`src/cnc_defs.vh`:
```
`ifndef CNC_DEFS_VH
`define CNC_DEFS_VH
`define CNC_IDX_TS 16'h1012
`define CNC_IDX_EMCY 16'h1014
`define CNC_IDX_HBC 16'h1016
`define CNC_IDX_HBP 16'h1017
`define CNC_IDX_IDENT 16'h1018
`define CNC_IDX_VERIFY 16'h1020
`define CNC_IDX_ERRB 16'h1029
`define CNC_IDX_TCOM1 16'h1800
`define CNC_IDX_TCOM2 16'h1801
`define CNC_IDX_MAP1 16'h1A00
`define CNC_IDX_MAP2 16'h1A01
`define CNC_IDX_STARTUP 16'h1F80
`define CNC_CNT_IDENT 32'h00000004
`define CNC_CNT_VERIFY 32'h00000002
`define CNC_CNT_ERRB 32'h00000003
`define CNC_CNT_TCOM 32'h00000005
`define CNC_MAP_MAX 32'h00000008
`define CNC_ID_EMCY 11'h080
`define CNC_ID_TPDO1 11'h180
`define CNC_ID_TPDO2 11'h280
`define CNC_ID_HB 11'h700
`define CNC_ID_NMT 11'h000
`define CNC_TS_RESET 32'h00000100
`define CNC_TT_RESET 8'hFE
`define CNC_EMCY_HB_CODE 16'h8130
`define CNC_NMT_START_ALL 8'h01
`define CNC_TS_CONS_BIT 31
`define CNC_TS_PROD_BIT 30
`define CNC_PDO_DIS_BIT 31
`define CNC_PDO_EXT_BIT 29
`define CNC_TT_SYNC_MAX 8'hF0
`define CNC_TT_EVT 8'hFE
`define CNC_TT_MEAS 8'hFF
`define CNC_EB_PREOP 8'h00
`define CNC_EB_STOP 8'h02
`define CNC_SU_PREOP 8'h00
`define CNC_SU_START_ALL 8'h02
`define CNC_SU_OPER 8'h08
`define CNC_ST_PREOP 2'h0
`define CNC_ST_OPER 2'h1
`define CNC_ST_STOP 2'h2
`define CNC_HB_PREOP 8'h7F
`define CNC_HB_OPER 8'h05
`define CNC_HB_STOP 8'h04
`define CNC_MS_NS 1000000
`define CNC_CLK_NS 100
`endif

```
`src/cnc_comm_obj.v`:
```
// Contract
// - Time stamp consume and produce may not both be enabled.
// - Emergency identifier defaults to 0x80 plus node identifier.
// - Consumer entry: 16-bit timeout, 8-bit producer node, zero top byte.
// - Supervision starts only after the producer's first heartbeat.
// - Timeout sends emergency 0x8130, then applies communication error behaviour; the code applies it in the timeout cycle, before the frame is sent.
// - Own heartbeat sent every configured ms; zero period sends none.
// - Identity has four sub-entries; vendor zero is invalid.
// - Verify days and ms clear on any communication entry change.
// - Behaviour 0 pre-op if operational, 1 none, 2 stopped; default 0.
// - Three behaviour sub-entries; 1 communication, 3 analog, 2 unused.
// - PDO identifier: bit31 disable, bit30 reads one, bit29 frame type.
// - PDO identifiers default to 0x180 and 0x280 plus node identifier.
// - Node identifier change never updates configured identifiers.
// - Type 0 acyclic sync, 1..240 nth sync, 254 timer, 255 event.
// - Event timer runs in ms for types 0xFE/0xFF with nonzero value.
// - Up to 8 mappings; count zero disables mapping and PDO.
// - Mapped objects packed in ascending entry order from byte zero.
// - Mapping entries writable only while the count is zero.
// - Mapping: index, sub-index, length of 0x08, 0x10, 0x20 or 0x40.
// - Startup 0x00 pre-op, 0x02 operational plus start-all, 0x08 operational.
`timescale 1ns/1ps
`default_nettype none
`include "cnc_defs.vh"
module cnc_comm_obj #(
  parameter [23:0] MS_CYCLES = `CNC_MS_NS / `CNC_CLK_NS,
  parameter [31:0] VENDOR_ID = 32'h00000001, // Arbitrary value
  parameter [31:0] PRODUCT_CODE = 32'h00000001,
  parameter [31:0] REVISION = 32'h00000001,
  parameter [31:0] SERIAL = 32'h00000001,
  parameter [7:0] STARTUP = `CNC_SU_PREOP
) (
  input wire ref_clk,
  input wire resetn,
  input wire [6:0] node_id,
  input wire req_valid,
  input wire req_write,
  input wire [15:0] req_index,
  input wire [7:0] req_sub,
  input wire [31:0] req_wdata,
  output reg rsp_valid,
  output reg rsp_abort,
  output reg [31:0] rsp_rdata,
  input wire hb_rx_valid,
  input wire [6:0] hb_rx_node,
  input wire sync_rx,
  input wire meas_event,
  input wire ai_error,
  input wire nmt_cmd_valid,
  input wire [1:0] nmt_cmd_state,
  output wire [15:0] obj_index,
  output wire [7:0] obj_sub,
  input wire [63:0] obj_value,
  output reg [1:0] nmt_state,
  output wire ts_consume,
  output wire ts_produce,
  output wire tx_valid,
  input wire tx_ready,
  output wire [28:0] tx_id,
  output wire tx_ext,
  output wire [3:0] tx_len,
  output wire [63:0] tx_data
);
  localparam [1:0] S_IDLE = 2'h0;
  localparam [1:0] S_PACK = 2'h1;
  localparam [1:0] S_PUSH = 2'h2;

  reg [31:0] ts_q, emcy_q, hbc_q, vdays_q, vms_q;
  reg [15:0] hbp_q;
  reg [7:0] su_q;
  reg [31:0] ident_q [0:3];
  reg [7:0] errb_q [0:2];
  reg [31:0] tcob_q [0:1];
  reg [7:0] ttype_q [0:1];
  reg [15:0] tevt_q [0:1];
  reg [3:0] mcnt_q [0:1];
  reg [31:0] map_q [0:15];
  reg [31:0] rd_d;
  reg ok_d;
  reg [23:0] ms_cnt_q;
  reg hb_seen_q, boot_q, emcy_p_q, hb_p_q, start_p_q;
  reg [15:0] hbc_cnt_q, hbp_cnt_q;
  reg [6:0] node_q;
  reg [1:0] pdo_p_q, st_q, nmt_d;
  reg pk_p_q;
  reg [2:0] pk_i_q;
  reg [3:0] pk_off_q, m_len_q;
  reg [28:0] m_id_q;
  reg m_ext_q;
  reg [63:0] m_data_q, pk_mask;
  reg [4:0] off_sum;
  wire [1:0] pdo_trig;
  wire p_sel = req_index[0];
  wire [1:0] sidx = req_sub[1:0] - 2'h1;
  wire [2:0] midx = req_sub[2:0] - 3'h1;
  wire wr = req_valid && req_write && ok_d;
  wire tick = (ms_cnt_q == MS_CYCLES - 24'h1);
  wire [31:0] pk_ent = map_q[{pk_p_q, pk_i_q}];
  wire [7:0] hb_time_node = hbc_q[23:16];
  wire hb_hit;
  wire hb_to;
  wire hb_fire;
  wire idle = (st_q == S_IDLE);
  wire sel_emcy = idle && emcy_p_q;
  wire sel_hb = idle && !emcy_p_q && hb_p_q;
  wire sel_start = idle && !emcy_p_q && !hb_p_q && start_p_q;
  wire sel_pdo = idle && !emcy_p_q && !hb_p_q && !start_p_q && |pdo_p_q;
  wire sel_pn = !pdo_p_q[0];
  wire buf_ready;
  integer i;

  function tt_ok;
    input [31:0] v;
    tt_ok = (v <= {24'h0, `CNC_TT_SYNC_MAX}) || (v == {24'h0, `CNC_TT_EVT})
      || (v == {24'h0, `CNC_TT_MEAS});
  endfunction

  function len_ok;
    input [7:0] b;
    len_ok = (b == 8'h08) || (b == 8'h10) || (b == 8'h20) || (b == 8'h40);
  endfunction

  function [1:0] fail_state;
    input [7:0] beh;
    input [1:0] cur;
    if (beh == `CNC_EB_PREOP)
      fail_state = (cur == `CNC_ST_OPER) ? `CNC_ST_PREOP : cur;
    else if (beh == `CNC_EB_STOP)
      fail_state = `CNC_ST_STOP;
    else
      fail_state = cur;
  endfunction

  function [7:0] hb_code;
    input [1:0] s;
    case (s)
      `CNC_ST_OPER: hb_code = `CNC_HB_OPER;
      `CNC_ST_STOP: hb_code = `CNC_HB_STOP;
      default: hb_code = `CNC_HB_PREOP;
    endcase
  endfunction

  assign ts_consume = ts_q[`CNC_TS_CONS_BIT];
  assign ts_produce = ts_q[`CNC_TS_PROD_BIT];
  assign obj_index = pk_ent[31:16];
  assign obj_sub = pk_ent[15:8];

  // Read data and legality of the request decoded in one place
  always @* begin
    rd_d = 32'h0;
    ok_d = 1'b0;
    case (req_index)
      `CNC_IDX_TS: if (req_sub == 8'h0) begin
        rd_d = ts_q;
        ok_d = !(req_write && req_wdata[`CNC_TS_CONS_BIT]
          && req_wdata[`CNC_TS_PROD_BIT]);
      end
      `CNC_IDX_EMCY: if (req_sub == 8'h0) begin
        rd_d = emcy_q;
        ok_d = 1'b1;
      end
      `CNC_IDX_HBC: if (req_sub == 8'h0) begin
        rd_d = hbc_q;
        ok_d = !req_write || (req_wdata[31:24] == 8'h0);
      end
      `CNC_IDX_HBP: if (req_sub == 8'h0) begin
        rd_d = {16'h0, hbp_q};
        ok_d = !req_write || (req_wdata[31:16] == 16'h0);
      end
      `CNC_IDX_IDENT: if (req_sub == 8'h0) begin
        rd_d = `CNC_CNT_IDENT;
        ok_d = !req_write;
      end else if (req_sub <= `CNC_CNT_IDENT) begin
        rd_d = ident_q[sidx];
        ok_d = !(req_write && req_sub == 8'h1 && req_wdata == 32'h0);
      end
      `CNC_IDX_VERIFY: if (req_sub == 8'h0) begin
        rd_d = `CNC_CNT_VERIFY;
        ok_d = !req_write;
      end else if (req_sub <= `CNC_CNT_VERIFY) begin
        rd_d = (req_sub == 8'h1) ? vdays_q : vms_q;
        ok_d = 1'b1;
      end
      `CNC_IDX_ERRB: if (req_sub == 8'h0) begin
        rd_d = `CNC_CNT_ERRB;
        ok_d = !req_write;
      end else if (req_sub <= `CNC_CNT_ERRB) begin
        rd_d = {24'h0, errb_q[sidx]};
        ok_d = !req_write || (req_wdata <= {24'h0, `CNC_EB_STOP});
      end
      `CNC_IDX_TCOM1, `CNC_IDX_TCOM2: case (req_sub)
        8'h0: begin
          rd_d = `CNC_CNT_TCOM;
          ok_d = !req_write;
        end
        8'h1: begin
          rd_d = tcob_q[p_sel];
          ok_d = 1'b1;
        end
        8'h2: begin
          rd_d = {24'h0, ttype_q[p_sel]};
          ok_d = !req_write || tt_ok(req_wdata);
        end
        8'h5: begin
          rd_d = {16'h0, tevt_q[p_sel]};
          ok_d = !req_write || (req_wdata[31:16] == 16'h0);
        end
        default: ok_d = 1'b0;
      endcase
      `CNC_IDX_MAP1, `CNC_IDX_MAP2: if (req_sub == 8'h0) begin
        rd_d = {28'h0, mcnt_q[p_sel]};
        ok_d = !req_write || (req_wdata <= `CNC_MAP_MAX);
      end else if (req_sub <= `CNC_MAP_MAX) begin
        rd_d = map_q[{p_sel, midx}];
        ok_d = !req_write || ((mcnt_q[p_sel] == 4'h0)
          && len_ok(req_wdata[7:0]));
      end
      `CNC_IDX_STARTUP: if (req_sub == 8'h0) begin
        rd_d = {24'h0, su_q};
        ok_d = !req_write || (req_wdata == {24'h0, `CNC_SU_PREOP})
          || (req_wdata == {24'h0, `CNC_SU_START_ALL})
          || (req_wdata == {24'h0, `CNC_SU_OPER});
      end
      default: ok_d = 1'b0;
    endcase
  end

  // Node identifier is only sampled here, at reset
  always @(posedge ref_clk) begin
    if (!resetn) begin
      ts_q <= `CNC_TS_RESET;
      emcy_q <= {21'h0, `CNC_ID_EMCY + {4'h0, node_id}};
      hbc_q <= 32'h0;
      hbp_q <= 16'h0;
      vdays_q <= 32'h0;
      vms_q <= 32'h0;
      su_q <= STARTUP;
      node_q <= node_id;
      ident_q[0] <= VENDOR_ID;
      ident_q[1] <= PRODUCT_CODE;
      ident_q[2] <= REVISION;
      ident_q[3] <= SERIAL;
      for (i = 0; i < 3; i = i + 1)
        errb_q[i] <= `CNC_EB_PREOP;
      tcob_q[0] <= {2'b01, 19'h0, `CNC_ID_TPDO1 + {4'h0, node_id}};
      tcob_q[1] <= {2'b01, 19'h0, `CNC_ID_TPDO2 + {4'h0, node_id}};
      for (i = 0; i < 2; i = i + 1) begin
        ttype_q[i] <= `CNC_TT_RESET;
        tevt_q[i] <= 16'h0;
        mcnt_q[i] <= 4'h0;
      end
      for (i = 0; i < 16; i = i + 1)
        map_q[i] <= 32'h0;
      rsp_valid <= 1'b0;
      rsp_abort <= 1'b0;
      rsp_rdata <= 32'h0;
    end else begin
      rsp_valid <= req_valid;
      rsp_abort <= req_valid && !ok_d;
      rsp_rdata <= (req_valid && !req_write && ok_d) ? rd_d : 32'h0;
      if (wr && req_index != `CNC_IDX_VERIFY) begin
        vdays_q <= 32'h0;
        vms_q <= 32'h0;
      end
      if (wr) begin
        case (req_index)
          `CNC_IDX_TS: ts_q <= req_wdata;
          `CNC_IDX_EMCY: emcy_q <= req_wdata;
          `CNC_IDX_HBC: hbc_q <= {8'h00, req_wdata[23:0]};
          `CNC_IDX_HBP: hbp_q <= req_wdata[15:0];
          `CNC_IDX_IDENT: ident_q[sidx] <= req_wdata;
          `CNC_IDX_VERIFY: if (req_sub == 8'h1)
            vdays_q <= req_wdata;
          else
            vms_q <= req_wdata;
          `CNC_IDX_ERRB: errb_q[sidx] <= req_wdata[7:0];
          `CNC_IDX_TCOM1, `CNC_IDX_TCOM2: case (req_sub)
            8'h1: tcob_q[p_sel] <= {req_wdata[31], 1'b1, req_wdata[29:0]};
            8'h2: ttype_q[p_sel] <= req_wdata[7:0];
            default: tevt_q[p_sel] <= req_wdata[15:0];
          endcase
          `CNC_IDX_MAP1, `CNC_IDX_MAP2: if (req_sub == 8'h0)
            mcnt_q[p_sel] <= req_wdata[3:0];
          else
            map_q[{p_sel, midx}] <= req_wdata;
          default: su_q <= req_wdata[7:0];
        endcase
      end
    end
  end

  // Shared millisecond tick; heartbeat and event timers count these
  always @(posedge ref_clk) begin
    if (!resetn || tick)
      ms_cnt_q <= 24'h0;
    else
      ms_cnt_q <= ms_cnt_q + 24'h1;
  end

  assign hb_hit = hb_rx_valid && (hb_time_node != 8'h0)
    && (hb_time_node == {1'b0, hb_rx_node});
  assign hb_to = hb_seen_q && !hb_hit && tick && (hbc_q[15:0] != 16'h0)
    && (hbc_cnt_q >= hbc_q[15:0] - 16'h1);

  // Monitoring rearms on the next heartbeat after a timeout
  always @(posedge ref_clk) begin
    if (!resetn || hb_time_node == 8'h0) begin
      hb_seen_q <= 1'b0;
      hbc_cnt_q <= 16'h0;
    end else if (hb_hit) begin
      hb_seen_q <= 1'b1;
      hbc_cnt_q <= 16'h0;
    end else if (hb_to) begin
      hb_seen_q <= 1'b0;
      hbc_cnt_q <= 16'h0;
    end else if (hb_seen_q && tick) begin
      hbc_cnt_q <= hbc_cnt_q + 16'h1;
    end
  end

  assign hb_fire = tick && (hbp_q != 16'h0)
    && (hbp_cnt_q >= hbp_q - 16'h1);

  always @(posedge ref_clk) begin
    if (!resetn || hbp_q == 16'h0 || hb_fire)
      hbp_cnt_q <= 16'h0;
    else if (tick)
      hbp_cnt_q <= hbp_cnt_q + 16'h1;
  end

  // Network state; a master command in the same cycle has the last word
  always @* begin
    nmt_d = nmt_state;
    if (boot_q && (su_q == `CNC_SU_START_ALL || su_q == `CNC_SU_OPER))
      nmt_d = `CNC_ST_OPER;
    if (hb_to)
      nmt_d = fail_state(errb_q[0], nmt_d);
    if (ai_error)
      nmt_d = fail_state(errb_q[2], nmt_d);
    if (nmt_cmd_valid)
      nmt_d = nmt_cmd_state;
  end

  always @(posedge ref_clk) begin
    if (!resetn) begin
      nmt_state <= `CNC_ST_PREOP;
      boot_q <= 1'b1;
      emcy_p_q <= 1'b0;
      hb_p_q <= 1'b0;
      start_p_q <= 1'b0;
      pdo_p_q <= 2'h0;
    end else begin
      nmt_state <= nmt_d;
      boot_q <= 1'b0;
      emcy_p_q <= hb_to || (emcy_p_q && !sel_emcy);
      hb_p_q <= hb_fire || (hb_p_q && !sel_hb);
      start_p_q <= (boot_q && su_q == `CNC_SU_START_ALL)
        || (start_p_q && !sel_start);
      pdo_p_q[0] <= pdo_trig[0] || (pdo_p_q[0] && !(sel_pdo && !sel_pn));
      pdo_p_q[1] <= pdo_trig[1] || (pdo_p_q[1] && !(sel_pdo && sel_pn));
    end
  end

  genvar g;
  generate
    for (g = 0; g < 2; g = g + 1) begin : g_pdo
      reg [7:0] sc_q;
      reg [15:0] et_q;
      wire [7:0] tt = ttype_q[g];
      wire en = !tcob_q[g][`CNC_PDO_DIS_BIT] && (mcnt_q[g] != 4'h0)
        && (nmt_state == `CNC_ST_OPER);
      wire ev_mode = (tt == `CNC_TT_EVT) || (tt == `CNC_TT_MEAS);
      wire et_fire = ev_mode && (tevt_q[g] != 16'h0) && tick
        && (et_q >= tevt_q[g] - 16'h1);
      wire sy_fire = sync_rx && ((tt == 8'h0) || ((tt <= `CNC_TT_SYNC_MAX)
        && (sc_q >= tt - 8'h1)));
      assign pdo_trig[g] = en && (et_fire || sy_fire
        || (tt == `CNC_TT_MEAS && meas_event));
      always @(posedge ref_clk) begin
        if (!resetn || !ev_mode || et_fire)
          et_q <= 16'h0;
        else if (tick)
          et_q <= et_q + 16'h1;
        if (!resetn || sy_fire)
          sc_q <= 8'h0;
        else if (sync_rx)
          sc_q <= sc_q + 8'h1;
      end
    end
  endgenerate

  // Packing gathers one mapped object per cycle from the value port
  always @* begin
    pk_mask = (pk_ent[7:0] == 8'h40) ? 64'hFFFFFFFFFFFFFFFF
      : ((64'h1 << pk_ent[7:0]) - 64'h1);
    off_sum = {1'b0, pk_off_q} + {1'b0, pk_ent[6:3]};
  end

  always @(posedge ref_clk) begin
    if (!resetn) begin
      st_q <= S_IDLE;
      pk_p_q <= 1'b0;
      pk_i_q <= 3'h0;
      pk_off_q <= 4'h0;
      m_id_q <= 29'h0;
      m_ext_q <= 1'b0;
      m_len_q <= 4'h0;
      m_data_q <= 64'h0;
    end else begin
      case (st_q)
        S_IDLE: begin
          m_data_q <= 64'h0;
          if (sel_emcy) begin
            m_id_q <= emcy_q[28:0];
            m_ext_q <= emcy_q[`CNC_PDO_EXT_BIT];
            m_len_q <= 4'h8;
            m_data_q <= {48'h0, `CNC_EMCY_HB_CODE};
            st_q <= S_PUSH;
          end else if (sel_hb) begin
            m_id_q <= {18'h0, `CNC_ID_HB + {4'h0, node_q}};
            m_ext_q <= 1'b0;
            m_len_q <= 4'h1;
            m_data_q <= {56'h0, hb_code(nmt_state)};
            st_q <= S_PUSH;
          end else if (sel_start) begin
            m_id_q <= {18'h0, `CNC_ID_NMT};
            m_ext_q <= 1'b0;
            m_len_q <= 4'h2;
            m_data_q <= {56'h0, `CNC_NMT_START_ALL};
            st_q <= S_PUSH;
          end else if (sel_pdo) begin
            pk_p_q <= sel_pn;
            pk_i_q <= 3'h0;
            pk_off_q <= 4'h0;
            m_id_q <= tcob_q[sel_pn][28:0];
            m_ext_q <= tcob_q[sel_pn][`CNC_PDO_EXT_BIT];
            st_q <= S_PACK;
          end
        end
        S_PACK: begin
          // Objects beyond byte 8 are cut off, not wrapped
          m_data_q <= m_data_q | ((obj_value & pk_mask)
            << {pk_off_q, 3'b000});
          pk_off_q <= (off_sum > 5'h8) ? 4'h8 : off_sum[3:0];
          pk_i_q <= pk_i_q + 3'h1;
          m_len_q <= (off_sum > 5'h8) ? 4'h8 : off_sum[3:0];
          if (mcnt_q[pk_p_q] == 4'h0)
            st_q <= S_IDLE;
          else if ({1'b0, pk_i_q} + 4'h1 >= mcnt_q[pk_p_q])
            st_q <= S_PUSH;
        end
        S_PUSH: if (buf_ready)
          st_q <= S_IDLE;
        default: st_q <= S_IDLE;
      endcase
    end
  end

  cnc_buf2 #(
    .W(98)
  ) u_buf (
    .ref_clk(ref_clk),
    .resetn(resetn),
    .in_valid(st_q == S_PUSH),
    .in_ready(buf_ready),
    .in_data({m_id_q, m_ext_q, m_len_q, m_data_q}),
    .out_valid(tx_valid),
    .out_ready(tx_ready),
    .out_data({tx_id, tx_ext, tx_len, tx_data})
  );
endmodule // cnc_comm_obj
`default_nettype wire

```
`src/cnc_buf2.v`:
```
`timescale 1ns/1ps
`default_nettype none
module cnc_buf2 #(
  parameter W = 8
) (
  input wire ref_clk,
  input wire resetn,
  input wire in_valid,
  output wire in_ready,
  input wire [W-1:0] in_data,
  output wire out_valid,
  input wire out_ready,
  output wire [W-1:0] out_data
);
  reg [W-1:0] mem_q [0:1];
  reg wp_q;
  reg rp_q;
  reg [1:0] cnt_q;
  wire push;
  wire pop;

  assign in_ready = (cnt_q != 2'h2);
  assign out_valid = (cnt_q != 2'h0);
  assign out_data = mem_q[rp_q];
  assign push = in_valid && in_ready;
  assign pop = out_valid && out_ready;

  always @(posedge ref_clk) begin
    if (!resetn) begin
      wp_q <= 1'b0;
      rp_q <= 1'b0;
      cnt_q <= 2'h0;
    end else begin
      if (push) begin
        mem_q[wp_q] <= in_data;
        wp_q <= ~wp_q;
      end
      if (pop)
        rp_q <= ~rp_q;
      case ({push, pop})
        2'b10: cnt_q <= cnt_q + 2'h1;
        2'b01: cnt_q <= cnt_q - 2'h1;
        default: cnt_q <= cnt_q;
      endcase
    end
  end
endmodule // cnc_buf2
`default_nettype wire

```
`config.mk`:
```
export PLATFORM = sky130hd
export DESIGN_NAME = cnc_comm_obj
export DESIGN_NICKNAME = d
export VERILOG_FILES = /design/src/cnc_comm_obj.v /design/src/cnc_buf2.v
export VERILOG_INCLUDE_DIRS = /design/src
export SDC_FILE = /design/constraint.sdc
export NUM_CORES = 2
export LEC_CHECK = 0
export ABC_AREA = 1
export BUFFER_PORTS_ARGS = -buffer_cell sky130_fd_sc_hd__buf_2
export CAP_MARGIN = 20
export CORE_ASPECT_RATIO = 1.4
export CORE_MARGIN = 8
export CORE_UTILIZATION = 25
export DETAILED_ROUTE_END_ITERATION = 12
export GPL_ROUTABILITY_DRIVEN = 1
export PLACE_DENSITY = 0.48
export SYNTH_ARGS = -nofsm -noshare
export SYNTH_HDL_FRONTEND = slang
export SYNTH_SLANG_ARGS = --single-unit
```
`constraint.sdc`:
```
create_clock -name ref_clk -period 24.2 [get_ports ref_clk]
set_input_delay 4.84 -clock ref_clk [delete_from_list [all_inputs] [get_ports ref_clk]]
set_output_delay 4.84 -clock ref_clk [all_outputs]
set_load 0.02 [all_outputs]
```
* After elaboration in Yosys (flattened, before gate mapping)
Memories as Yosys holds them, arrays and structs flattened. A register that Yosys moved wholly into a read port is not among the register bits.
Cells that the tools add are included.
** Storage, ports and cells
- Register bits :: 442
- Memories kept :: 8
- Memory bits (writable) :: 978
- Output and inout port bits :: 161
** Memories
- map_q :: depth 16, width 32, read ports 2, clocked after Yosys merged registers in 0, wr ports 16, line cnc_comm_obj.v:77 : reg [31:0] map_q [0:15];
- u_buf.mem_q :: depth 2, width 98, read ports 1, clocked after Yosys merged registers in 1, wr ports 1, line cnc_buf2.v:15 : reg [W-1:0] mem_q [0:1];
- ident_q :: depth 4, width 32, read ports 1, clocked after Yosys merged registers in 0, wr ports 4, line cnc_comm_obj.v:71 : reg [31:0] ident_q [0:3];
- tcob_q :: depth 2, width 31, read ports 4, clocked after Yosys merged registers in 0, wr ports 2, line cnc_comm_obj.v:73 : reg [31:0] tcob_q [0:1];
- tevt_q :: depth 2, width 16, read ports 3, clocked after Yosys merged registers in 0, wr ports 2, line cnc_comm_obj.v:75 : reg [15:0] tevt_q [0:1];
- errb_q :: depth 3, width 8, read ports 3, clocked after Yosys merged registers in 0, wr ports 3, line cnc_comm_obj.v:72 : reg [7:0] errb_q [0:2];
- +2 memories
** Cells by class
- Bitwise operators :: 8
- Add/sub/neg operators :: 25
- Magnitude comparators :: 17
- Equality and inequality tests :: 54
- Shift-type cells :: 2
- Reduce and logical (&&, ||, !) cells :: 163
- Muxes and demuxes :: 153
** Operators with widths (count)
- $mux 32 :: 19
- $pmux 32 s10 :: 1
- $eq 16x13->1 const B :: 12
- $pmux 32 s4 :: 1
- $pmux 64 s2 :: 1
- $mux 29 :: 4
- $mux 1 :: 71
- $add 16x1->16 const B :: 4
- $and 64x64->64 :: 1
- $eq 32x8->1 const B :: 2
- $ge 16x16->1 :: 4
- $mux 64 :: 1
- $or 64x64->64 :: 1
- $reduce_bool 16->1 :: 4
- $reduce_or 32->1 :: 2
- $shl 1x8->64 const A :: 1
- $shl 64x7->64 :: 1
- $sub 16x1->16 const B :: 4
- $sub 64x1->64 const B :: 1
- $logic_and 1x1->1 :: 56
- $logic_not 8->1 :: 7
- $mux 16 :: 3
- $mux 8 :: 6
- $mux 4 :: 10
- 75 further kinds :: 205

* Longest topological paths before layout
- Depth after elaboration :: 15
- Depth in mapped cells :: 30
- Depth with buffers taken out :: 27

* Hierarchy
A second synthesis with hierarchy kept.
** Second synthesis, totals
- Cells, all modules :: 8432
- Area total of the unflattened synthesis :: 72794.8 sq um
** By module, submodules not included
- cnc_comm_obj :: area an instance 65407.7 sq um, cells an instance 8090, times used 1
- cnc_buf2 :: area an instance 7387.1 sq um, cells an instance 342, times used 1

* Worst setup path before layout
OpenSTA, ideal clock, no wires.
- Path kind :: input -> register
- Start :: in req_sub[0]
- End :: mem ident_q[3][0], enable pin
- Slack :: 13.118 ns
- Library setup time :: 0.470 ns
- Data required time :: 23.730 ns
- Stages on the path :: 19
- Buffers on the path :: 5
- Arrival :: 10.613 ns
- Cells stage by stage :: clkbuf_1 -> inv_2 -> clkbuf_1 -> buf_1 -> clkbuf_1 -> clkbuf_1 -> ha_1 -> inv_1 -> nor2_1 -> inv_1 -> nor2_2 -> clkinv_1 -> nor2_1 -> inv_1 -> nand4_2 -> nand2_4 -> inv_2 -> nand2_2 -> o31ai_1
** RTL lines
- from (decl) :: line cnc_comm_obj.v:39 : input wire [7:0] req_sub,
- to (decl) :: line cnc_comm_obj.v:71

==> metrics.txt <==
Clock transition at path regs=approximately 60 ps; CTS Buf Count=160; RR Startpoint=pk_i_q[0]; Final ANT Viol Nets=0; post-CTS repair timing setup buffer count=0; Slew @ Worst Pin=roughly 1600 ps; share of cells above drive strength 1=between 10% and 20%; final WL=roughly 320 mm; #FFs+latches synth=roughly 1400; # nets final=just under 9000; Top FF cell, synth=edfxtp_1; Longest Clk Path Bufs=4; core region area=~290000 sq um; Vias=63800; critical path's most frequent cell=buf_4; max-cap viol count=0; CP max stage delay=about 740 ps; synthesized cell area=between 70000 and 80000 sq um; synth-to-layout area growth=15.1%; Initial Util=between 20% and 30%; Final Hold Viols=0; post-CTS sizing=0; Mapped Cells=about 8400; Final period util=47.1%; Leak Pwr=approximately 33 nW; number of synthesized flops with an enable pin=around 1000; share of the synthesized area in the top cell type=around two fifths; CTS tree=yes; hold_sp=u_buf.rp_q; Max Freq=just under 90 MHz; failing checks=max-slew violations; final core utilization=roughly 29%; DR vias/cell=5.08; worst path required time=24690 ps; Cell Area, Placed=~79000 sq um; CP Cell Sequence=buf_8, inv_8, ha_1, inv_1, nor2_1, inv_1, nor2_2, buf_4, clkinv_1, nor2_1, buf_4, inv_1, nand4_2, nand2_4, inv_2, buf_4, nand2_2, nor2_4, nand3_2, nand2_1, buf_4; worst hold path class=register to register; total I/O pin count=approximately 310; Setup TNS Final=0 ps; Fill cells=~30000; vias in the first global route=61600; initial antenna violation count=35; Final Setup Violations=0; Die ar.=around 310000 sq um; Clock Latency Late Sink=~860 ps; Final GP Congestion=0.928; htree depth=4; PortBufs=a little over 300; Synth area leader=edfxtp_1; synthesized area per cell=slightly below 9 sq um; Total GRT Usage=between 10% and 20%; placed insts=around 12000; Distinct cells, synth=76; worst vdd ir=~55 uV; Die X=roughly 470 um; Post-route DRC=0; final instance area=~84000 sq um; DR WL/cell=about 25 um; top cells by area, synth=edfxtp_1 (41%), dfxtp_1 (12%), nand2_1 (7.3%); row cnt=234; final slew viol count=1; Worst setup SP type=primary input; GRT Residual Overflow=0; Seq/Total Area, Yosys=a little over half; Critical path origin=req_sub[0]; DRT Pass-1 Iters=7; CP Capture Type=register; CTS root buf=clkbuf_16; Pwr Density=69.8 nW/um^2; Die Ht=between 600 and 700 um; Async SR Flop Fraction=0%; Ys Warns=0; Tmin final=~11000 ps; hold_buf cts=0; RSZ-0062 raised after global routing=false; kind of critical path=primary input to register; HPWL Detailed=approximately 220 mm; Crit-path slowest cell=nand2_1; Max transition margin=-3.56%; final clock skew=82.1 ps; status=finished, violations left; commonest non-fill, non-tap cell in the layout=nand2_1; DRT iter0 DRCs=about 6000; most frequent cells in the layout=nand2_1 (1393), nor2_1 (1281), edfxtp_1 (1004); Worst Path Arrival=between 10000 and 15000 ps; Non-Filler Instances=roughly 13000; first-pass GRT wire length=446 mm; Critical Path Fanout Max=a little over 80; largest net degree at the start of global routing=94; clock sink total=1430
## logic make-up (layout without fill, tap and decap cells)
group,Yosys count,in the layout,synth area share [%]
AO/OA/AOI/OAI,1872,1872,15.0
flip-flops,1430,1430,53.1
buffers and inverters,1175,1379,6.53
XOR/XNOR,113,113,1.36
AND/OR/NAND/NOR,3549,3549,20.5
adder cells (fa/ha/maj),116,116,2.00
other,1,99,0.00515
multiplexers,101,101,1.56
## synth_stat cells (all sizes together), types with 93 or more instances
cell / number
ha: 115
buf: 154
inv: 576
nand4: 93
dfxtp: 426
a21oi: 708
o21ai: 648
nand2: 1427
edfxtp: 1004
nor3: 128
mux2: 98
nand3: 471
nor2: 1335
clkbuf: 427
## registers in the layout, indices dropped and copies added, names as in the netlist, 62 cells and up, named ones only
name,flops
ident_q,128
m_data_q,64
map_q,512
tcob_q,62
u_buf.mem_q,196
## per-layer routing
layer,up-vias,track usage (%),part of all wire [%]
met1,31200,22.4,38
met5,-,0,0.026
li1,29200,-,-
met2,2719,33.7,48
met4,12,12.2,7.2
met3,701,3.17,6.7
## critical path, delay by kind of cell
family                   cells  cell delay [ps]
adder cells (fa/ha/maj)      1              300
AND/OR/NAND/NOR              9             2810
buffers and inverters       11             3500
## through the flow
stage / power (mW) / hold slack, ps / worst slack (ps)
2_1_floorplan: 3.17 / 418 / 13120
3_3_place_gp: 3.47 / 427 / 12230
3_5_place_dp: 3.48 / 430 / 12130
4_1_cts: 5.91 / 443 / 13000
5_1_grt: 6.04 / 458 / 12400
6_report: 5.85 / 448 / 12800
## area by class of cell
class,instances,area [sq um],area share [%]
Antenna cell,17,42.5,0.0507
Clock buffer,209,4390,5.24
Clock inverter,73,623,0.743
Inverter,594,2250,2.69
Multi-Input combinational cell,5833,29900,35.7
Sequential cell,1430,38700,46.2
Tap cell,3894,4870,5.81
Timing Repair Buffer,503,3060,3.65
## power by group
part	internal, mW	leakage [nW]	switching (mW)
Sequential	2.71	13.1	0.0581
Clock	1.38	2.47	1.05
Combinational	0.182	17.3	0.479
## final timing paths
| kind | end | slack [ps] | depth (start not counted) |
|---|---|---|---|
| hold reg to reg | register | 450 | 1 |
| setup reg to reg | m_data_q[38] | 16990 | 26 |
| setup / recovery | ident_q[2][23] | 12800 | 21 |
| hold / removal | register | 450 | 1 |
Note: power is estimated with default switching activity, not from simulation.
